<file path="src/hw/tcc_timer_defs.vh">
`ifndef TCC_TIMER_DEFS_VH
`define TCC_TIMER_DEFS_VH

// Byte addresses of the register words on the APB bus.
`define TCC_OFS_CTRL_A      8'h00
`define TCC_OFS_CTRL_B      8'h04
`define TCC_OFS_COUNT_LO    8'h08
`define TCC_OFS_COUNT_HI    8'h0C
`define TCC_OFS_CMPA_LO     8'h10
`define TCC_OFS_CMPA_HI     8'h14
`define TCC_OFS_CMPB_LO     8'h18
`define TCC_OFS_CMPB_HI     8'h1C
`define TCC_OFS_CAPT_LO     8'h20
`define TCC_OFS_CAPT_HI     8'h24
`define TCC_OFS_FLAGS       8'h28

// Field positions inside the control and flag words.
`define TCC_CTRLA_WGM_LO    0
`define TCC_CTRLB_CS_LO     0
`define TCC_CTRLB_WGM_LO    3
`define TCC_FLAGS_OVF       0

// Reset values.
`define TCC_RST_BYTE        8'h00
`define TCC_RST_WORD        16'h0000
`define TCC_RST_MODE        4'h0
`define TCC_RST_CS          3'h0

// Counter limits.
`define TCC_BOTTOM          16'h0000
`define TCC_MAX             16'hFFFF
`define TCC_TOP_8BIT        16'h00FF
`define TCC_TOP_9BIT        16'h01FF
`define TCC_TOP_10BIT       16'h03FF

// Clock-source field value that stops the counter.
`define TCC_CS_STOPPED      3'h0

`endif

</file>
<file path="src/hw/tcc_timer.v">
`default_nettype none

module tcc_timer (
   // Clock and reset.
   input  wire        sys_clk,
   input  wire        rst,
   // APB slave.
   input  wire        psel,
   input  wire        penable,
   input  wire        pwrite,
   input  wire [7:0]  paddr,
   input  wire [31:0] pwdata,
   output reg  [31:0] prdata,
   output wire        pready,
   output wire        pslverr,
   // Timer tick from the clock-select logic.
   input  wire        timer_tick,
   // Outputs towards prescaler, interrupt and waveform logic.
   output wire [2:0]  clock_source_sel,
   output wire        count_overflow_flag,
   output wire [15:0] timer_count_value,
   output wire [15:0] compare_a_value,
   output wire [15:0] compare_b_value,
   output wire [15:0] capture_value,
   output wire        top_reached,
   output wire        bottom_reached,
   output wire        count_down
);

   `include "tcc_timer_defs.vh"

   reg  [1:0]  ctrl_a_wgm_reg;   // Low half of the mode field.
   reg  [1:0]  ctrl_b_wgm_reg;   // High half of the mode field.
   reg  [2:0]  cs_reg;           // Clock-source field.
   reg  [7:0]  latch_reg;        // Shared high-byte latch.
   reg  [15:0] cmpa_buf_reg;     // Compare A as written by software.
   reg  [15:0] cmpb_buf_reg;     // Compare B as written by software.
   reg  [15:0] cmpa_act_reg;     // Compare A in use by the counter.
   reg  [15:0] cmpb_act_reg;     // Compare B in use by the counter.
   reg  [15:0] capt_reg;         // Capture register.
   reg         ovf_reg;          // Overflow flag.
   reg  [31:0] rdata_next;       // Read data for the current setup cycle.
   reg         addr_ok;          // Address decodes to a register.
   reg  [15:0] top_value;        // Selected upper limit.
   reg         pwm_mode;         // Compare registers double buffered.
   reg         dual_slope;       // Up-down counting.
   reg         pfc_mode;         // Buffers update at bottom instead of top.
   reg         capt_is_top;      // Capture register sets the limit.
   reg         ovf_event;        // Overflow point reached on this tick.
   wire [3:0]  wave_gen_mode;    // Full four-bit mode field.
   wire        access;           // APB access phase.
   wire        wr;               // Write taking effect this edge.
   wire        rd;               // Read setup edge, where the low byte is sampled.
   wire        tick_en;          // Tick that is allowed to move the counter.
   wire        count_load;       // Software load of the counter.
   wire [15:0] count_reg;        // Counter value.
   wire        at_top;           // Counter equals its limit.
   wire        at_bottom;        // Counter equals zero.
   wire        buf_update;       // Copy buffers into active compare values.

   // Mode field split across both control words.
   assign wave_gen_mode = {ctrl_b_wgm_reg, ctrl_a_wgm_reg};

   // Zero wait states; the data was captured in the setup cycle.
   assign pready  = 1'b1;
   assign pslverr = access & ~addr_ok;
   assign access  = psel & penable;
   assign wr      = access & pwrite & addr_ok;
   assign rd      = psel & ~penable & ~pwrite & addr_ok;

   // A stopped clock source blocks every tick.
   assign tick_en    = timer_tick & (cs_reg != `TCC_CS_STOPPED);
   assign count_load = wr & (paddr == `TCC_OFS_COUNT_LO);

   assign clock_source_sel    = cs_reg;
   assign count_overflow_flag = ovf_reg;
   assign timer_count_value   = count_reg;
   assign compare_a_value     = cmpa_act_reg;
   assign compare_b_value     = cmpb_act_reg;
   assign capture_value       = capt_reg;
   assign top_reached         = at_top;
   assign bottom_reached      = at_bottom;

   // Mode decode: limit source, slope and buffering for each mode.
   always @* begin
      pwm_mode    = 1'b1;
      dual_slope  = 1'b0;
      pfc_mode    = 1'b0;
      capt_is_top = 1'b0;
      top_value   = `TCC_MAX;
      case (wave_gen_mode)
         4'h0: begin
            pwm_mode = 1'b0; // Normal mode wraps at the maximum.
         end
         4'h1: begin
            dual_slope = 1'b1;
            top_value  = `TCC_TOP_8BIT;
         end
         4'h2: begin
            dual_slope = 1'b1;
            top_value  = `TCC_TOP_9BIT;
         end
         4'h3: begin
            dual_slope = 1'b1;
            top_value  = `TCC_TOP_10BIT;
         end
         4'h4: begin
            pwm_mode  = 1'b0;
            top_value = cmpa_act_reg;
         end
         4'h5: top_value = `TCC_TOP_8BIT;
         4'h6: top_value = `TCC_TOP_9BIT;
         4'h7: top_value = `TCC_TOP_10BIT;
         4'h8: begin
            dual_slope  = 1'b1;
            pfc_mode    = 1'b1;
            capt_is_top = 1'b1;
            top_value   = capt_reg;
         end
         4'h9: begin
            dual_slope = 1'b1;
            pfc_mode   = 1'b1;
            top_value  = cmpa_act_reg;
         end
         4'hA: begin
            dual_slope  = 1'b1;
            capt_is_top = 1'b1;
            top_value   = capt_reg;
         end
         4'hB: begin
            dual_slope = 1'b1;
            top_value  = cmpa_act_reg;
         end
         4'hC: begin
            pwm_mode    = 1'b0;
            capt_is_top = 1'b1;
            top_value   = capt_reg;
         end
         4'hE: begin
            capt_is_top = 1'b1;
            top_value   = capt_reg;
         end
         4'hF: top_value = cmpa_act_reg;
         default: begin
            pwm_mode = 1'b0; // Reserved code behaves as normal mode.
         end
      endcase
   end

   // Overflow point: maximum in non-PWM modes, limit in single slope, zero in dual slope.
   always @* begin
      if (!pwm_mode) begin
         ovf_event = tick_en & (count_reg == `TCC_MAX);
      end else if (dual_slope) begin
         ovf_event = tick_en & at_bottom & count_down;
      end else begin
         ovf_event = tick_en & at_top;
      end
   end

   // In PWM modes the new compare values wait for the limit or zero so no pulse is cut short.
   assign buf_update = tick_en & (pfc_mode ? at_bottom : at_top);

   // Address decode and read mux, evaluated in the setup cycle.
   always @* begin
      addr_ok    = 1'b1;
      rdata_next = 32'h00000000;
      case (paddr)
         `TCC_OFS_CTRL_A:   rdata_next[1:0] = ctrl_a_wgm_reg;
         `TCC_OFS_CTRL_B:   rdata_next[4:0] = {ctrl_b_wgm_reg, cs_reg};
         `TCC_OFS_COUNT_LO: rdata_next[7:0] = count_reg[7:0];
         `TCC_OFS_COUNT_HI: rdata_next[7:0] = latch_reg;
         `TCC_OFS_CMPA_LO:  rdata_next[7:0] = cmpa_buf_reg[7:0];
         `TCC_OFS_CMPA_HI:  rdata_next[7:0] = cmpa_buf_reg[15:8];
         `TCC_OFS_CMPB_LO:  rdata_next[7:0] = cmpb_buf_reg[7:0];
         `TCC_OFS_CMPB_HI:  rdata_next[7:0] = cmpb_buf_reg[15:8];
         `TCC_OFS_CAPT_LO:  rdata_next[7:0] = capt_reg[7:0];
         `TCC_OFS_CAPT_HI:  rdata_next[7:0] = latch_reg;
         `TCC_OFS_FLAGS:    rdata_next[`TCC_FLAGS_OVF] = ovf_reg;
         default:           addr_ok = 1'b0;
      endcase
   end

   // Read data register, loaded in the setup cycle and held through the access.
   always @(posedge sys_clk) begin
      if (rst) begin
         prdata <= 32'h00000000;
      end else if (psel & ~penable & ~pwrite) begin
         prdata <= rdata_next;
      end
   end

   // Control words; the mode and clock source steer the counter directly.
   always @(posedge sys_clk) begin
      if (rst) begin
         ctrl_a_wgm_reg <= 2'h0;
         ctrl_b_wgm_reg <= 2'h0;
         cs_reg         <= `TCC_RST_CS;
      end else if (wr && paddr == `TCC_OFS_CTRL_A) begin
         ctrl_a_wgm_reg <= pwdata[`TCC_CTRLA_WGM_LO+1:`TCC_CTRLA_WGM_LO];
      end else if (wr && paddr == `TCC_OFS_CTRL_B) begin
         ctrl_b_wgm_reg <= pwdata[`TCC_CTRLB_WGM_LO+1:`TCC_CTRLB_WGM_LO];
         cs_reg         <= pwdata[`TCC_CTRLB_CS_LO+2:`TCC_CTRLB_CS_LO];
      end
   end

   // Shared latch: high writes, or counter or capture low-read setup edge so both bytes share one value.
   always @(posedge sys_clk) begin
      if (rst) begin
         latch_reg <= `TCC_RST_BYTE;
      end else if (wr && (paddr == `TCC_OFS_COUNT_HI || paddr == `TCC_OFS_CMPA_HI ||
                          paddr == `TCC_OFS_CMPB_HI || paddr == `TCC_OFS_CAPT_HI)) begin
         latch_reg <= pwdata[7:0];
      end else if (rd && paddr == `TCC_OFS_COUNT_LO) begin
         latch_reg <= count_reg[15:8];
      end else if (rd && paddr == `TCC_OFS_CAPT_LO) begin
         latch_reg <= capt_reg[15:8];
      end
      // Low writes leave the latch alone, so one high byte serves several registers.
   end

   // Compare buffers take a whole word on the low-byte write.
   always @(posedge sys_clk) begin
      if (rst) begin
         cmpa_buf_reg <= `TCC_RST_WORD;
         cmpb_buf_reg <= `TCC_RST_WORD;
      end else begin
         if (wr && paddr == `TCC_OFS_CMPA_LO) begin
            cmpa_buf_reg <= {latch_reg, pwdata[7:0]};
         end
         if (wr && paddr == `TCC_OFS_CMPB_LO) begin
            cmpb_buf_reg <= {latch_reg, pwdata[7:0]};
         end
      end
   end

   // Active compare values follow the buffers at once outside PWM modes.
   always @(posedge sys_clk) begin
      if (rst) begin
         cmpa_act_reg <= `TCC_RST_WORD;
         cmpb_act_reg <= `TCC_RST_WORD;
      end else if (!pwm_mode || buf_update) begin
         cmpa_act_reg <= cmpa_buf_reg;
         cmpb_act_reg <= cmpb_buf_reg;
      end
   end

   // Capture register is writable only while it sets the limit.
   always @(posedge sys_clk) begin
      if (rst) begin
         capt_reg <= `TCC_RST_WORD;
      end else if (wr && paddr == `TCC_OFS_CAPT_LO && capt_is_top) begin
         capt_reg <= {latch_reg, pwdata[7:0]};
      end
   end

   // Overflow flag: writing one clears it, but a same-cycle overflow wins.
   always @(posedge sys_clk) begin
      if (rst) begin
         ovf_reg <= 1'b0;
      end else if (ovf_event) begin
         ovf_reg <= 1'b1;
      end else if (wr && paddr == `TCC_OFS_FLAGS && pwdata[`TCC_FLAGS_OVF]) begin
         ovf_reg <= 1'b0;
      end
   end

   // Counter unit; the load path carries the latched high byte.
   tcc_counter u_counter (
      .sys_clk    (sys_clk),
      .rst        (rst),
      .tick       (tick_en),
      .load       (count_load),
      .load_value ({latch_reg, pwdata[7:0]}),
      .top_value  (top_value),
      .dual_slope (dual_slope),
      .count_reg  (count_reg),
      .down_reg   (count_down),
      .at_top     (at_top),
      .at_bottom  (at_bottom)
   );

endmodule // tcc_timer

`default_nettype wire

</file>
<file path="src/hw/tcc_counter.v">
`default_nettype none

// Sixteen-bit bidirectional counter unit with load, count, direction and clear.
module tcc_counter (
   // Clock and reset.
   input  wire        sys_clk,
   input  wire        rst,
   // Control from the register side.
   input  wire        tick,
   input  wire        load,
   input  wire [15:0] load_value,
   input  wire [15:0] top_value,
   input  wire        dual_slope,
   // Counter state.
   output reg  [15:0] count_reg,
   output reg         down_reg,
   output wire        at_top,
   output wire        at_bottom
);

   `include "tcc_timer_defs.vh"

   reg [15:0] count_next;  // Next counter value.
   reg        down_next;   // Next counting direction.

   // Limit indications for the mode and waveform logic.
   assign at_top    = (count_reg == top_value);
   assign at_bottom = (count_reg == `TCC_BOTTOM);

   // Next-state logic; a CPU load beats every clear and count step.
   always @* begin
      count_next = count_reg;
      down_next  = down_reg;
      if (load) begin
         count_next = load_value;
      end else if (tick) begin
         if (dual_slope) begin
            // Turn round at the limits so the slope stays symmetrical.
            if (!down_reg && count_reg >= top_value) begin
               down_next  = 1'b1;
               count_next = count_reg - 16'h0001;
            end else if (down_reg && at_bottom) begin
               down_next  = 1'b0;
               count_next = count_reg + 16'h0001;
            end else if (down_reg) begin
               count_next = count_reg - 16'h0001;
            end else begin
               count_next = count_reg + 16'h0001;
            end
         end else if (count_reg >= top_value) begin
            // A value above the limit also clears, so a lowered limit cannot hang the count.
            count_next = `TCC_BOTTOM;
         end else begin
            count_next = count_reg + 16'h0001;
         end
      end
   end

   // State registers.
   always @(posedge sys_clk) begin
      if (rst) begin
         count_reg <= `TCC_RST_WORD;
         down_reg  <= 1'b0;
      end else begin
         count_reg <= count_next;
         down_reg  <= down_next;
      end
   end

endmodule // tcc_counter

`default_nettype wire

</file>
<file path="config.mk">
export PLATFORM = sky130hd
export DESIGN_NAME = tcc_timer
export DESIGN_NICKNAME = d
export VERILOG_FILES = /design/src/hw/tcc_timer.v /design/src/hw/tcc_counter.v
export VERILOG_INCLUDE_DIRS = /design/src /design/src/hw
export SDC_FILE = /design/constraint.sdc
export NUM_CORES = 1
export LEC_CHECK = 0
export ABC_AREA = 1
export BUFFER_PORTS_ARGS = -buffer_cell sky130_fd_sc_hd__buf_4
export CAP_MARGIN = 25
export CELL_PAD_IN_SITES_DETAIL_PLACEMENT = 1
export CELL_PAD_IN_SITES_GLOBAL_PLACEMENT = 1
export CORE_UTILIZATION = 35
export CTS_CLUSTER_SIZE = 20
export DETAILED_ROUTE_END_ITERATION = 6
export PLACE_DENSITY_LB_ADDON = 0.1
export SLEW_MARGIN = 20
export SYNTH_ARGS = -nofsm -noshare
export SYNTH_HDL_FRONTEND = slang
export SYNTH_SLANG_ARGS = --single-unit
export TNS_END_PERCENT = 20
</file>
<file path="constraint.sdc">
create_clock -name sys_clk -period 3 [get_ports sys_clk]
set_input_delay 0 -clock sys_clk [delete_from_list [all_inputs] [get_ports sys_clk]]
set_output_delay 0 -clock sys_clk [all_outputs]
set_load 0.02 [all_outputs]
</file>
---- After elaboration in Yosys (flattened, before gate mapping) ----
Index checks and enable logic that the tools add are counted.
operators by class
  shift operators ......................... 0
  div/mod/pow operators ................... 0
  equality and inequality tests ........... 26
  $mul .................................... 0
  order comparisons ....................... 1
  reductions and logical operators ........ 38
  bitwise logic cells ..................... 19
  mux-type cells .......................... 27
  add/subtract/negate cells ............... 2
operators with widths
  cell                                                 count
  2-to-1 mux 16 bit                                    7
  one-hot mux 16 bit (5 select lines)                  1
  equality test 8 x 5 -> 1 bit, second input constant  4
  equality test 4 bit, second input constant           7
  equality test 8 x 6 -> 1 bit, second input constant  3
  2-to-1 mux 8 bit                                     3
  one-hot mux 3 bit (8 select lines)                   1
  one-hot mux 3 bit (7 select lines)                   1
  adder 16 x 1 -> 16 bit, second input constant        1
  equality test 16 bit                                 1
  equality test 16 bit, second input constant          1
  equality test 4 x 3 -> 1 bit, second input constant  4
  equality test 8 x 4 -> 1 bit, second input constant  2
  greater-or-equal comparator 16 bit                   1
  logical NOT 16 bit                                   1
  subtractor 16 x 1 -> 16 bit, second input constant   1
  bitwise AND 1 bit                                    14
  logical AND 1 bit                                    13
  2-to-1 mux 1 bit                                     12
  OR reduction 12 bit                                  1
  OR reduction 11 bit                                  1
  one-hot mux 1 bit (10 select lines)                  1
  OR reduction 2 bit                                   5
  one-hot mux 1 bit (9 select lines)                   1
  13 further kinds                                     26
word-level totals
  latch bits .............................. 0
  ROM bits ................................ 0
  memories kept ........................... 0
  RAM bits ................................ 0
  register bits after elaboration ......... 121
  output and inout port bits .............. 105

---- Logic depth before layout (Yosys ltp) ----
Gate-level depths: netlist of the first run.
  depth in word-level cells ............... 9
  mapped depth ............................ 22
  gate-level depth less buffers ........... 21

---- Hierarchy ----
Synthesis of the first run repeated with hierarchy kept, for this count alone.
second synthesis, totals
  cells, all modules ...................... 1154
  area total of the unflattened synthesis .. 7538.5 sq um
modules (own cells, without submodules)
  module       cells each  area an instance (sq um)  instances
  tcc_timer    737         5102.4                    1
  tcc_counter  417         2436.1                    1

---- Worst setup path after synthesis of the first run ----
Ideal clock, no wire load.
  path kind ............................... register to register
  start ................................... reg ctrl_b_wgm_reg[1]
  end ..................................... reg u_counter.count_reg[4]
  arrival time ............................ 2.672 ns
  stages on the path, launching flop included .. 18
  period minus slack after synthesis ...... 2.794 ns
  setup time .............................. 0.122 ns
  slack ................................... 0.206 ns
  data required time ...................... 2.878 ns
  buffers on the path ..................... 2
  cell sequence ........................... dfxtp_1 -> inv_1 -> nand2_1 -> o21ai_0 -> clkbuf_1 -> nor2_1 -> a221oi_1 -> ha_1 -> a21o_1 -> nor2_1 -> o21ai_0 -> nor2_1 -> nand3_1 -> nand2_1 -> buf_2 -> a21oi_1 -> o21ai_0 -> a21oi_1
between the ends
  cells in the longest elaborated chain, start to end .. 9
RTL lines
  item                                                                              line                                source
  start, declared                                                                   tcc_timer.v:33                      reg [1:0] ctrl_b_wgm_reg;
  start signal, assigned                                                            tcc_timer.v:202                     ctrl_b_wgm_reg <= pwdata[`TCC_CTRLB_WGM_LO+1:`TCC_CTRLB_WGM_LO];
  equality test 4 bit (tied with other cells)                                       tcc_timer.v:91                      case (wave_gen_mode)
  OR reduction 4 bit (no source line) / OR reduction 2 bit (equally long branches)  n/a
  one-hot mux 16 bit (5 select lines)                                               tcc_timer.v:91
  greater-or-equal comparator 16 bit                                                tcc_counter.v:39, tcc_counter.v:50
  logical AND 1 bit                                                                 tcc_counter.v:39                    if (!down_reg && count_reg >= top_value) begin
  2-to-1 mux 16 bit                                                                 tcc_counter.v:39
  2-to-1 mux 16 bit (*)                                                             tcc_counter.v:37                    if (dual_slope) begin
  2-to-1 mux 16 bit (*)                                                             tcc_counter.v:36                    end else if (tick) begin
  2-to-1 mux 16 bit (*)                                                             tcc_counter.v:34                    if (load) begin
  end signal, assigned                                                              tcc_counter.v:62                    count_reg <= `TCC_RST_WORD;
  end signal, assigned                                                              tcc_counter.v:65                    count_reg <= count_next;
  end, declared                                                                     tcc_counter.v:15                    output reg [15:0] count_reg,
Every way passes the cells marked *; elsewhere a longest branch is shown, timed or not. The select of a mux whose other input is x is not followed.
A chain may end at the register's enable or synchronous reset.

---- Worst setup path in the final report of the first run ----
  start ................................... reg ctrl_b_wgm_reg[0]
  end ..................................... reg cmpb_act_reg[5] (netlist: compare_b_value[5])
between the ends
  cells in the longest elaborated chain, start to end .. 7
RTL lines
  item                                                                              line              source
  equality test 4 bit (tied with other cells)                                       tcc_timer.v:91
  OR reduction 4 bit (no source line) / OR reduction 2 bit (equally long branches)  n/a
  one-hot mux 16 bit (5 select lines)                                               tcc_timer.v:91
  equality test 16 bit                                                              tcc_counter.v:27  assign at_top = (count_reg == top_value);
  2-to-1 mux 1 bit                                                                  tcc_timer.v:162   assign buf_update = tick_en & (pfc_mode ? at_bottom : at_top);
  bitwise AND 1 bit                                                                 tcc_timer.v:162
  logical OR 1 bit (*)                                                              tcc_timer.v:242   end else if (!pwm_mode || buf_update) begin
  end signal, assigned                                                              tcc_timer.v:241   cmpb_act_reg <= `TCC_RST_WORD;
  end signal, assigned                                                              tcc_timer.v:244   cmpb_act_reg <= cmpb_buf_reg;
  end, declared                                                                     tcc_timer.v:39    reg [15:0] cmpb_act_reg;
Every way passes the cells marked *; elsewhere a longest branch is shown, timed or not.

==> results of run 1 <==
## tightest hold or removal path: cells and delay by family
kind | cells | cell delay, ns
compound gates | 2 | 0.11
buf+inv | 2 | 0.25
simple gates | 1 | 0.10
## cell type report
class,instances,area share [%]
well taps,265,3.52
clock inverters,11,1.81
repair buffers,166,15.6
clock buffers,20,4.85
flip-flops and latches,121,25.8
multi-input cells,699,43.5
inverters,124,5.01
## worst min-delay path by stage
stage                from                endpoint  slack, ns  cells past startpoint
2_1_floorplan        psel                 pslverr       0.15                      2
3_3_place_gp          rst        cmpb_buf_reg[15]       0.24                      2
3_5_place_dp          rst        cmpb_buf_reg[15]       0.24                      2
4_1_cts        timer_tick  u_counter.count_reg[1]       0.06                      5
5_1_grt        timer_tick  u_counter.count_reg[0]       0.10                      5
6_report       timer_tick  u_counter.count_reg[1]       0.08                      5
## layout by cell type (no fill, tap or decap), types with 6 or more instances in the layout
cell type                         n
sky130_fd_sc_hd__a211oi_2         6
sky130_fd_sc_hd__nand4_1          9
sky130_fd_sc_hd__nand2_2         18
sky130_fd_sc_hd__a21oi_1        113
sky130_fd_sc_hd__buf_12           9
sky130_fd_sc_hd__ha_1            15
sky130_fd_sc_hd__clkbuf_16       19
sky130_fd_sc_hd__o22ai_1         15
sky130_fd_sc_hd__nor2_1          87
sky130_fd_sc_hd__nor2_2          10
sky130_fd_sc_hd__nand3_1         42
sky130_fd_sc_hd__o21ai_1         28
sky130_fd_sc_hd__conb_1          25
sky130_fd_sc_hd__xor2_1          22
sky130_fd_sc_hd__o211ai_1         7
sky130_fd_sc_hd__dfxtp_1        118
sky130_fd_sc_hd__nand2_1        131
sky130_fd_sc_hd__buf_6           11
sky130_fd_sc_hd__dlygate4sd3_1    9
sky130_fd_sc_hd__o221ai_1        10
sky130_fd_sc_hd__inv_1          115
sky130_fd_sc_hd__o21ai_0         64
sky130_fd_sc_hd__nor2_4           9
sky130_fd_sc_hd__buf_4          134
sky130_fd_sc_hd__a211oi_1        16
sky130_fd_sc_hd__nor3_1          13
## power by group through the flow
stage               clock, mW  combinational, mW  sequential, mW
floorplan                   0              0.108            1.64
global placement            0              0.150            1.64
detailed placement          0              0.153            1.64
CTS                      2.26              0.163            1.61
global route             2.33              0.177            1.61
finish                   2.24              0.166            1.61
## metal layers
metal | global-route usage (%) | part of all wire, %
met5 | 0 | 0
met4 | 8.23 | 2.2
met3 | 3.43 | 6.1
met2 | 44.9 | 45
met1 | 41.0 | 47
## logic make-up after synthesis
family                     count (synthesis)
other                                      2
and+or+nand+nor                          339
AOI/OAI and AO/OA                        293
buffers and inverters                    194
xor gates and xnor gates                  23
adders and majority gates                 19
DFF                                      121
## timing repair
item / in CTS / in global routing
gates cloned: 0 / 3
hold buffers: 9 / 0
endpoints found under the hold margin: 33 / 0
setup buffers: 1 / 12
resized for setup: 26 / 91
pin swaps: 4 / 31
setup endpoints to repair: 31 / 50
==> reports/results.tsv, run 1 <==
stage	metric	value	unit
detailed_routing	final routed wire length divided by cell count	21.1	microns
sta	Hold Slack	0.0840	ns
flow_run	number of violations of the max-capacitance limit	0	
logic_synthesis	number of flops mapped to enable cells by yosys	0	
worst_setup_path	arrival time worst endpoint	3.31	ns
final_layout	sequential cell area	0.00243	sq mm
power	maximum resistive drop on vdd	0.000388	V
logic_synthesis	fraction of the yosys area taken by sequential cells	34.6	%
clocking	latest clock arrival within the worst-skew pair	0.42	ns
logic_synthesis	top cells by instance count after synthesis	sky130_fd_sc_hd__nand2_1, sky130_fd_sc_hd__dfxtp_1, sky130_fd_sc_hd__inv_1	
die	effective utilization at floorplan	35.8	%
clocking	TritonCTS clock tree	done	
power	power share of the combinational group	4.1	%
detailed_routing	Via density	5.41	
global_routing	vias in the first global route	7001	
worst_setup_path	reg2reg setup slack	0.002	ns
logic_synthesis	multiplexer share of the synthesized area	0	%
worst_setup_path	critical path endpoint category	flip-flop	
logic_synthesis	distinct cell type count after synthesis	48	
logic_synthesis	cell type with the largest total area after synthesis	sky130_fd_sc_hd__dfxtp_1	
logic_synthesis	share of async-settable or async-resettable flops after synthesis	0	%
global_routing	antenna violations before repair	0	
worst_setup_path	Crit Reg-Reg Endpoint	compare_b_value[5]	
worst_setup_path	family of cells with the greatest summed delay on the critical path	buffers and inverters	
detailed_routing	number of violations reported at the end of detailed-routing iteration 0	515	
logic_synthesis	cells taking the most area after synthesis	sky130_fd_sc_hd__dfxtp_1, sky130_fd_sc_hd__a21oi_1, sky130_fd_sc_hd__nand2_1	
power	switching portion of total power	23.1	%
worst_setup_path	maximum fanout along the worst path	8	
sta	share of the cycle needed by the critical path after routing	99.9	%
clocking	CTS sink count	121	
global_routing	wire length of the first global-routing pass	43.0	mm
final_layout	area added between synthesis and finish	34.6	%
die	x dimension of the die	143	microns
power	Power Dens Cells	426	mW/mm^2
sta	actual slew at the worst max-slew pin	0.788	ns
worst_setup_path	peak per-stage delay on the critical path	0.33	ns
sta	Fmax achieved	0.334	GHz
logic_synthesis	commonest register cell after synthesis	sky130_fd_sc_hd__dfxtp_1	
worst_setup_path	crit path to	compare_b_value[5]	
sta	RSZ-0062 raised after global routing	yes	
final_layout	combined area of the multi-input logic cells	0.00409	sq mm
worst_setup_path	total buffers and inverters traversed by the critical path	8	
logic_synthesis	proportion of netlist area held by the largest area contributor	34.6	%
detailed_routing	Pre-Repair DR Iteration Count	5	
sta	post-route setup slack	0.00244	ns
global_routing	maximum number of pins on one net before global-route repair	49	
final_layout	number of nets in the final layout	1194	
worst_setup_path	worst-case reg-to-reg path depth	20	
final_layout	Antenna diodes	0	
final_layout	end-of-flow core utilization	48.2	%
place	total instance count after detailed placement	1352	
worst_setup_path	Crit-path slowest cell	sky130_fd_sc_hd__dfxtp_2	
logic_synthesis	synth warn	0	
worst_setup_path	CP Data Required Time	3.31	ns
power	fraction of power consumed by the clock network	55.8	%
final_layout	final standard cell area without fillers	0.00941	sq mm
power	Internal	3.08	mW
detailed_routing	Post-DRT Antenna Nets	0	
place	post-detail-place hpwl	21.2	mm
die	top-level port count	151	
global_routing	total gr overflow	0	
place	cell area reported after detailed placement	0.00809	sq mm
logic_synthesis	largest family of logic cells by synthesized area	compound AO/OA/AOI/OAI gates	
logic_synthesis	mean area per synthesized cell	7.06	sq um
worst_setup_path	number of logic stages on the critical path including buffering	20	
logic_synthesis	synthesized-area fraction occupied by and/or/nand/nor cells	21.9	%
worst_setup_path	source of the critical timing path	ctrl_b_wgm_reg[0]	
die	number of placement rows	51	
clocking	maximum buffer depth of the clock tree	2	
place	Post-Place Setup Slack	-0.183	ns
worst_setup_path	cell chain of the critical path	inv_2 > o211ai_1 > o21ai_4 > buf_6 > nor2_4 > buf_6 > a211oi_4 > ha_1 > nand2_2 > nor2_4 > buf_6 > nand4_1 > o21ai_1 > nand2_1 > nand2_4 > buf_12 > buf_12 > clkbuf_16 > buf_4 > a21oi_1	
die	die height	143	microns
outcome	result of the run	complete, no violations	
detailed_routing	number of vias in the routed layout	7611	
final_layout	total of fill cells in the finished design	2438	
worst_setup_path	critical path start-end classification	flip-flop to flip-flop	
global_routing	GRT Util Overall	28.6	%
worst_setup_path	most frequent cell on the critical path	sky130_fd_sc_hd__buf_6	
power	Total Power Consumption	4.01	mW
worst_setup_path	startpoint type of the worst setup path	flip-flop	
place	GP Congestion	0.897	
sta	Final Slew Violations	0	
clocking	cell chosen for the clock root	sky130_fd_sc_hd__clkbuf_16	
die	Core Area	0.0195	sq mm
clocking	clock transition at the register clock pins on the worst setup and hold paths after CTS	0.06	ns
sta	Post-Route Setup TNS	0	ns
sta	final setup violating endpoints	0	
sta	Final Hold Viols	0	
power	switching component of the power	0.925	mW
logic_synthesis	area fraction in compound gates after synthesis	24.2	%
sta	relative max-transition margin	47.1	%
logic_synthesis	count of state elements after synthesis	121	
final_layout	final non-filler cell total	1406	
logic_synthesis	count of mapped cells out of synthesis	991	
clocking	H-tree levels	4	
clocking	TritonCTS Buffers	17	
logic_synthesis	synthesized-area fraction occupied by adder cells	3.40	%
worst_hold_path	classification of the worst-slack hold path	input pin to flip-flop	
sta	post-route minimum period	3.00	ns
sta	Final Skew	0.00842	ns
logic_synthesis	synthesized-area fraction occupied by xor and xnor cells	2.88	%
final_layout	fraction of final layout cells with drive strength greater than 1	24.6	%
logic_synthesis	most numerous cell in the Yosys netlist	sky130_fd_sc_hd__nand2_1	
worst_setup_path	FF-to-FF Start	ctrl_b_wgm_reg[0]	
power	static leakage power	4.01	nW
place	number of buffers added on ports	101	
detailed_routing	aggregate routed wire length	29.7	mm
detailed_routing	count of unresolved DRC violations after routing	0	
die	die footprint	0.0205	sq mm
power	share of power burned in registers	40.1	%
logic_synthesis	total standard cell area after synthesis	0.00699	sq mm
No activity file was read; power rests on OpenSTA's default activity.
==> inputs of run 2 (changes only) <==
Settings changed: CORE_UTILIZATION 35 to 39, RECOVER_POWER set to 25.
Clock period 3 ns to 3.3 ns, I/O delays scaled along.
==> run 2 against run 1 <==
Against the previous run:
- total power is 10% lower
- sequential power shrank 9%
- cell count is 5.7% lower
- clock power fell by 11%
- die area is 10% lower
- wire length is 6.5% lower
- sequential share of layout area is 2.9 points higher
- first-iteration DRC count is 9.5% lower
- flip-flop and latch count did not move
- largest power group unchanged
==> reports/results.tsv, run 2 (same netlist as run 1, synthesis figures left out) <==
stage	metric	value	unit	change
sta	final setup violating endpoints	0		unchanged
clocking	setup bufs post-CTS	0		-1
sta	share of the cycle needed by the critical path after routing	93.7	%	-6.2 points
worst_setup_path	startpoint type of the worst setup path	flip-flop		
worst_setup_path	most frequent cell on the critical path	sky130_fd_sc_hd__nand2_1		
outcome	result of the run	complete, no violations		
global_routing	wire length of the first global-routing pass	41.5	mm	-3.6%
clocking	cell chosen for the clock root	sky130_fd_sc_hd__clkbuf_16		
detailed_routing	number of violations reported at the end of detailed-routing iteration 0	466		-9.5%
power	Power Dens Cells	426	mW/mm^2	about the same
global_routing	vias in the first global route	7100		+1.4%
worst_setup_path	Crit-path slowest cell	sky130_fd_sc_hd__dfxtp_1		
sta	Final Skew	0.00891	ns	+0.000489 ns
power	Total Power Consumption	3.60	mW	-10%
clocking	H-tree levels	4		unchanged
global_routing	maximum number of pins on one net before global-route repair	44		-10%
die	effective utilization at floorplan	40.1	%	+4.3 points
worst_setup_path	peak per-stage delay on the critical path	0.38	ns	+0.05 ns
final_layout	total of fill cells in the finished design	2270		-6.9%
sta	relative max-transition margin	57.4	%	+10 points
worst_hold_path	classification of the worst-slack hold path	input pin to flip-flop		
power	power share of the combinational group	4.1	%	about the same
worst_setup_path	critical path start-end classification	flip-flop to flip-flop		
worst_setup_path	cell chain of the critical path	nor2_1 > nand2_1 > o21ai_2 > buf_6 > nor2_2 > buf_6 > a211oi_2 > ha_1 > nand2_1 > nor2_4 > nand2_1 > o21ai_2 > nor2_2 > nand3_2 > nand2_1 > buf_12 > a21oi_1 > o21ai_0 > a21oi_1		
global_routing	GRT Util Overall	30.6	%	+1.9 points
final_layout	end-of-flow core utilization	48.6	%	+0.35 points
worst_setup_path	arrival time worst endpoint	3.41	ns	+0.10 ns
worst_setup_path	reg2reg setup slack	0.21	ns	+0.20 ns
detailed_routing	count of unresolved DRC violations after routing	0		unchanged
die	number of placement rows	48		-5.9%
final_layout	highest-count cells in the layout ignoring fill and taps	sky130_fd_sc_hd__nand2_1, sky130_fd_sc_hd__dfxtp_1, sky130_fd_sc_hd__inv_1, sky130_fd_sc_hd__a21oi_1, sky130_fd_sc_hd__nor2_1		
place	total instance count after detailed placement	1286		-4.9%
sta	post-route minimum period	3.09	ns	+0.0956 ns
power	maximum resistive drop on vdd	0.000367	V	-5.5%
detailed_routing	final routed wire length divided by cell count	21.0	microns	-0.82%
final_layout	area added between synthesis and finish	21.0	%	
sta	RSZ-0062 raised after global routing	yes		
die	die footprint	0.0185	sq mm	-10%
power	switching component of the power	0.901	mW	-2.6%
worst_setup_path	maximum fanout along the worst path	20		+12
sta	Fmax achieved	0.323	GHz	-3.1%
final_layout	number of nets in the final layout	1153		-3.4%
worst_setup_path	critical path endpoint category	flip-flop		
place	number of buffers added on ports	101		unchanged
die	die height	136	microns	-5.2%
sta	post-route setup slack	0.207	ns	+0.204 ns
global_routing	total gr overflow	0		unchanged
final_layout	fraction of final layout cells with drive strength greater than 1	14.1	%	-11 points
flow_run	number of violations of the max-capacitance limit	0		unchanged
clocking	CTS sink count	121		unchanged
place	Post-Place Setup Slack	0.00193	ns	+0.185 ns
power	share of power burned in registers	40.5	%	+0.4 points
place	GP Congestion	0.896		-0.16%
final_layout	leading cell type in the layout, fill and taps excluded	sky130_fd_sc_hd__nand2_1		
final_layout	final non-filler cell total	1326		-5.7%
sta	Final Hold Viols	0		unchanged
detailed_routing	number of vias in the routed layout	7410		-2.6%
die	Core Area	0.0174	sq mm	-11%
die	x dimension of the die	136	microns	-5.2%
detailed_routing	Pre-Repair DR Iteration Count	5		unchanged
power	static leakage power	3.52	nW	-12%
detailed_routing	Via density	5.59		+3.2%
clocking	maximum buffer depth of the clock tree	2		unchanged
place	post-detail-place hpwl	19.9	mm	-6.2%
clocking	clock transition at the register clock pins on the worst setup and hold paths after CTS	0.06	ns	about the same
detailed_routing	aggregate routed wire length	27.8	mm	-6.5%
detailed_routing	Post-DRT Antenna Nets	0		unchanged
die	top-level port count	151		unchanged
clocking	latest clock arrival within the worst-skew pair	0.44	ns	+0.02 ns
final_layout	Antenna diodes	0		unchanged
power	fraction of power consumed by the clock network	55.4	%	-0.4 points
clocking	TritonCTS Buffers	17		unchanged
sta	Post-Route Setup TNS	0	ns	unchanged
sta	actual slew at the worst max-slew pin	0.637	ns	-0.151 ns
global_routing	antenna violations before repair	0		unchanged
worst_setup_path	CP Data Required Time	3.62	ns	+0.31 ns
sta	Final Slew Violations	0		unchanged
power	Internal	2.70	mW	-12%
clocking	TritonCTS clock tree	done		
power	switching portion of total power	25.0	%	+1.9 points
## run 2: cell types whose count changed in the layout (fill, tap and decap cells not counted), sizes merged
cell / delta
clkbuf: +43
clkinv: +1
dlygate4sd3: -1
inv: +6
bufinv: -1
buf: -86
clkinvlp: -2
## run 2: final cells by class
cell class              count  area [sq um]  area share [%]
well taps                 225           282            3.33
repair buffers            125           811            9.59
inverters                 124           468            5.53
clock inverters            15           188            2.22
flip-flops and latches    121          2420            28.7
multi-input cells         699          3860            45.7
clock buffers              17           425            5.03
## run 2: power groups by stage
stage	clock (mW)	sequential, mW	combinational, mW
floorplan	0	1.49	0.0981
global placement	0	1.49	0.134
detailed placement	0	1.49	0.135
CTS	2.00	1.46	0.144
global route	2.07	1.46	0.156
finish	2.00	1.46	0.146
## run 2: timing repair
action / 4_1_cts / 5_1_grt
setup endpoints to repair: 10 / 46
resized for setup: 8 / 19
pin swaps: 0 / 1
hold buffers: 8 / 0
hold endpoints to repair: 29 / 0
## run 2: worst max-delay path: cells and delay by family (launching register included)
family	cells	cell delay, ns
and+or+nand+nor	9	0.98
AOI/OAI and AO/OA	6	0.79
buffers and inverters	3	0.50
DFF	1	0.38
adders and majority gates	1	0.31
## run 2: path summary, 6_finish.rpt
path | to | cells past startpoint | start
worst min-delay path | u_counter.count_reg[12] | 2 | rst
worst max-delay path | u_counter.count_reg[8] | 19 | ctrl_a_wgm_reg[1]
worst min register to register | prdata[3] | 2 | prdata[3]
worst max register to register | u_counter.count_reg[8] | 19 | ctrl_a_wgm_reg[1]
## run 2: layer usage
metal	part of all wire, %	vias up	track usage, %
met5	0	-	0
met4	3.6	0	12.7
met3	5.7	68	5.78
met2	44	262	47.9
met1	46	3584	41.0
li1	-	3496	-
## run 2: stage by stage
step	hold slack, ns	instance area (sq um)
2_1_floorplan	0.150	7080
3_3_place_gp	0.364	7830
3_5_place_dp	0.375	7830
4_1_cts	0.0424	8560
5_1_grt	0.0788	8460
6_report	0.0511	8460
==> inputs of run 3 (changes only) <==
Settings changed: CORE_UTILIZATION 39 to 35.
Clock period 3.3 ns to 2.8 ns, I/O delays scaled along.
==> run 3 against run 2 <==
Against the previous run:
- sequential share of layout area fell by 3.5 points
- combinational power grew 24%
- the run now ends with negative setup slack left
- critical path depth shrank 1
- total power up 21%
- largest cell class unchanged
- highest routed layer unchanged
- die area up 11%
- first-iteration DRC count up 25%
==> reports/results.tsv, run 3 (same netlist as run 1, synthesis figures left out) <==
stage	metric	value	unit	change
worst_setup_path	startpoint type of the worst setup path	flip-flop		
die	top-level port count	151		unchanged
worst_setup_path	CP Data Required Time	3.11	ns	-0.51 ns
final_layout	Antenna diodes	0		unchanged
worst_setup_path	reg2reg setup slack	-0.22	ns	-0.43 ns
worst_setup_path	critical path endpoint category	flip-flop		
clocking	H-tree levels	4		unchanged
sta	Hold Slack	0.0596	ns	+0.00848 ns
clocking	cell chosen for the clock root	sky130_fd_sc_hd__clkbuf_16		
final_layout	highest-count cells in the layout ignoring fill and taps	sky130_fd_sc_hd__nand2_1, sky130_fd_sc_hd__dfxtp_1, sky130_fd_sc_hd__inv_1, sky130_fd_sc_hd__a21oi_1, sky130_fd_sc_hd__buf_4		
die	die footprint	0.0205	sq mm	+11%
worst_setup_path	Crit-path slowest cell	sky130_fd_sc_hd__dfxtp_4		
global_routing	antenna violations before repair	0		unchanged
worst_setup_path	maximum fanout along the worst path	7		-65%
final_layout	number of nets in the final layout	1210		+4.9%
sta	RSZ-0062 raised after global routing	yes		
final_layout	combined area of the multi-input logic cells	0.00425	sq mm	+10%
global_routing	total gr overflow	0		unchanged
final_layout	fraction of final layout cells with drive strength greater than 1	24.4	%	+10 points
detailed_routing	number of vias in the routed layout	7815		+5.5%
final_layout	area added between synthesis and finish	38.1	%	
sta	share of the cycle needed by the critical path after routing	108	%	+14 points
sta	post-route minimum period	3.02	ns	-0.0688 ns
global_routing	wire length of the first global-routing pass	44.0	mm	+6.1%
die	number of placement rows	51		+6.3%
worst_setup_path	arrival time worst endpoint	3.34	ns	-0.07 ns
detailed_routing	number of violations reported at the end of detailed-routing iteration 0	583		+25%
worst_hold_path	classification of the worst-slack hold path	input pin to flip-flop		
sta	actual slew at the worst max-slew pin	0.667	ns	+0.0299 ns
power	maximum resistive drop on vdd	0.000428	V	+17%
clocking	latest clock arrival within the worst-skew pair	0.43	ns	about the same
worst_setup_path	peak per-stage delay on the critical path	0.36	ns	-0.02 ns
worst_hold_path	start point of the worst hold path	penable		
clocking	TritonCTS clock tree	done		
worst_setup_path	cell chain of the critical path	nor2_4 > nand2_2 > o21ai_4 > buf_6 > nor2_4 > buf_12 > a221oi_2 > ha_1 > a21o_1 > nor2_1 > o21ai_1 > nor2_2 > nand3_4 > nand2_4 > clkbuf_16 > a21oi_1 > o21ai_1 > a21oi_1		
sta	Final Slew Violations	0		unchanged
global_routing	vias in the first global route	7206		+1.5%
sta	Final Skew	0.0115	ns	+0.00255 ns
detailed_routing	count of unresolved DRC violations after routing	0		unchanged
detailed_routing	Post-DRT Antenna Nets	0		unchanged
power	Power Dens Cells	451	mW/mm^2	+6.0%
sta	Final Hold Viols	0		unchanged
worst_setup_path	source of the critical timing path	ctrl_a_wgm_reg[1]		
die	Core Area	0.0195	sq mm	+12%
place	post-detail-place hpwl	21.4	mm	+7.4%
detailed_routing	Via density	5.49		-1.7%
place	total instance count after detailed placement	1359		+5.7%
sta	relative max-transition margin	55.5	%	-1.9 points
clocking	CTS sink count	121		unchanged
global_routing	maximum number of pins on one net before global-route repair	42		-4.5%
detailed_routing	final routed wire length divided by cell count	21.9	microns	+4.5%
place	number of buffers added on ports	101		unchanged
clocking	maximum buffer depth of the clock tree	2		unchanged
worst_setup_path	FF-to-FF Start	ctrl_a_wgm_reg[1]		
final_layout	sequential cell area	0.00243	sq mm	+0.31%
place	GP Congestion	0.883		-1.5%
sta	post-route setup slack	-0.224	ns	-0.431 ns
power	static leakage power	4.08	nW	+16%
outcome	result of the run	finished, violations left		
detailed_routing	aggregate routed wire length	31.2	mm	+12%
sta	final setup violating endpoints	49		+49
outcome	failing checks	negative setup slack		
die	x dimension of the die	143	microns	+5.5%
clocking	TritonCTS Buffers	17		unchanged
sta	Fmax achieved	0.331	GHz	+2.3%
final_layout	total of fill cells in the finished design	2486		+9.5%
clocking	clock transition at the register clock pins on the worst setup and hold paths after CTS	0.06	ns	about the same
global_routing	GRT Util Overall	29.0	%	-1.5 points
detailed_routing	Pre-Repair DR Iteration Count	6		+1
flow_run	number of violations of the max-capacitance limit	0		unchanged
die	effective utilization at floorplan	35.8	%	-4.3 points
final_layout	final non-filler cell total	1423		+7.3%
final_layout	leading cell type in the layout, fill and taps excluded	sky130_fd_sc_hd__nand2_1		
worst_setup_path	critical path start-end classification	flip-flop to flip-flop		
die	die height	143	microns	+5.5%
==> run 3: changes by cell type in the layout (fill, tap and decap cells not counted), sizes merged <==
cell	change
buf	+60
inv	-3
bufinv	+1
clkbuf	-1
clkinv	-2
clkinvlp	+1
nand2	+1
==> run 3: worst paths after layout <==
check | depth (start not counted) | to
worst max-delay path | 18 | u_counter.count_reg[6]
worst min-delay path | 5 | prdata[1]
worst max register to register | 18 | u_counter.count_reg[6]
worst min register to register | 2 | prdata[3]
==> run 3: layout make-up <==
class	instances	area share (%)
well taps	265	3.43
clock buffers	20	4.83
multi-input cells	700	44.1
repair buffers	181	15.6
inverters	124	4.95
flip-flops and latches	121	25.2
clock inverters	12	1.93
==> run 3: layer usage <==
layer  vias to the layer above  GRT usage (%)  wire (microns)
li1                       3613              -               -
met4                         0           8.73             998
met3                        53           4.50            2100
met1                      3827           40.4           14200
met2                       322           46.1           13900
met5                         -              0               0
==> run 3: where the power goes <==
part / internal, mW / total, mW / leakage [nW] / switching [mW]
clock network: 1.57 / 2.46 / 0.310 / 0.888
logic: 0.0514 / 0.181 / 2.79 / 0.129
registers: 1.72 / 1.72 / 0.976 / 0.000127
total: 3.34 / 4.36 / 4.08 / 1.02
==> run 3: worst max-delay path, delay by kind of cell (launching register included) <==
kind / cells / cell delay [ns]
AO/OA/AOI/OAI: 7 / 1.00
AND/OR/NAND/NOR: 7 / 0.79
buffers and inverters: 3 / 0.46
flip-flops: 1 / 0.36
adder cells (fa/ha/maj): 1 / 0.30
==> run 3: timing repair <==
action | CTS | global route
hold buffers | 8 | 0
buffers inserted | 7 | 5
endpoints found under the setup margin | 51 | 51
hold endpoints to repair | 30 | 0
pin swaps | 19 | 31
resized for setup | 72 | 101
cloned | 2 | 10
==> run 3: metrics by stage <==
step	setup WS (ns)	instance area (sq um)	TNS (ns)	power, mW	util, %
3_5_place_dp	-0.452	8130	-15.54	1.92	41.6
5_1_grt	-0.354	9660	-12.62	4.46	49.5
6_report	-0.224	9660	-5.51	4.36	49.5
4_1_cts	-0.112	9240	-3.08	4.36	47.3
2_1_floorplan	0.00578	7080	0	1.88	-
3_3_place_gp	-0.386	8130	-11.24	1.92	41.6
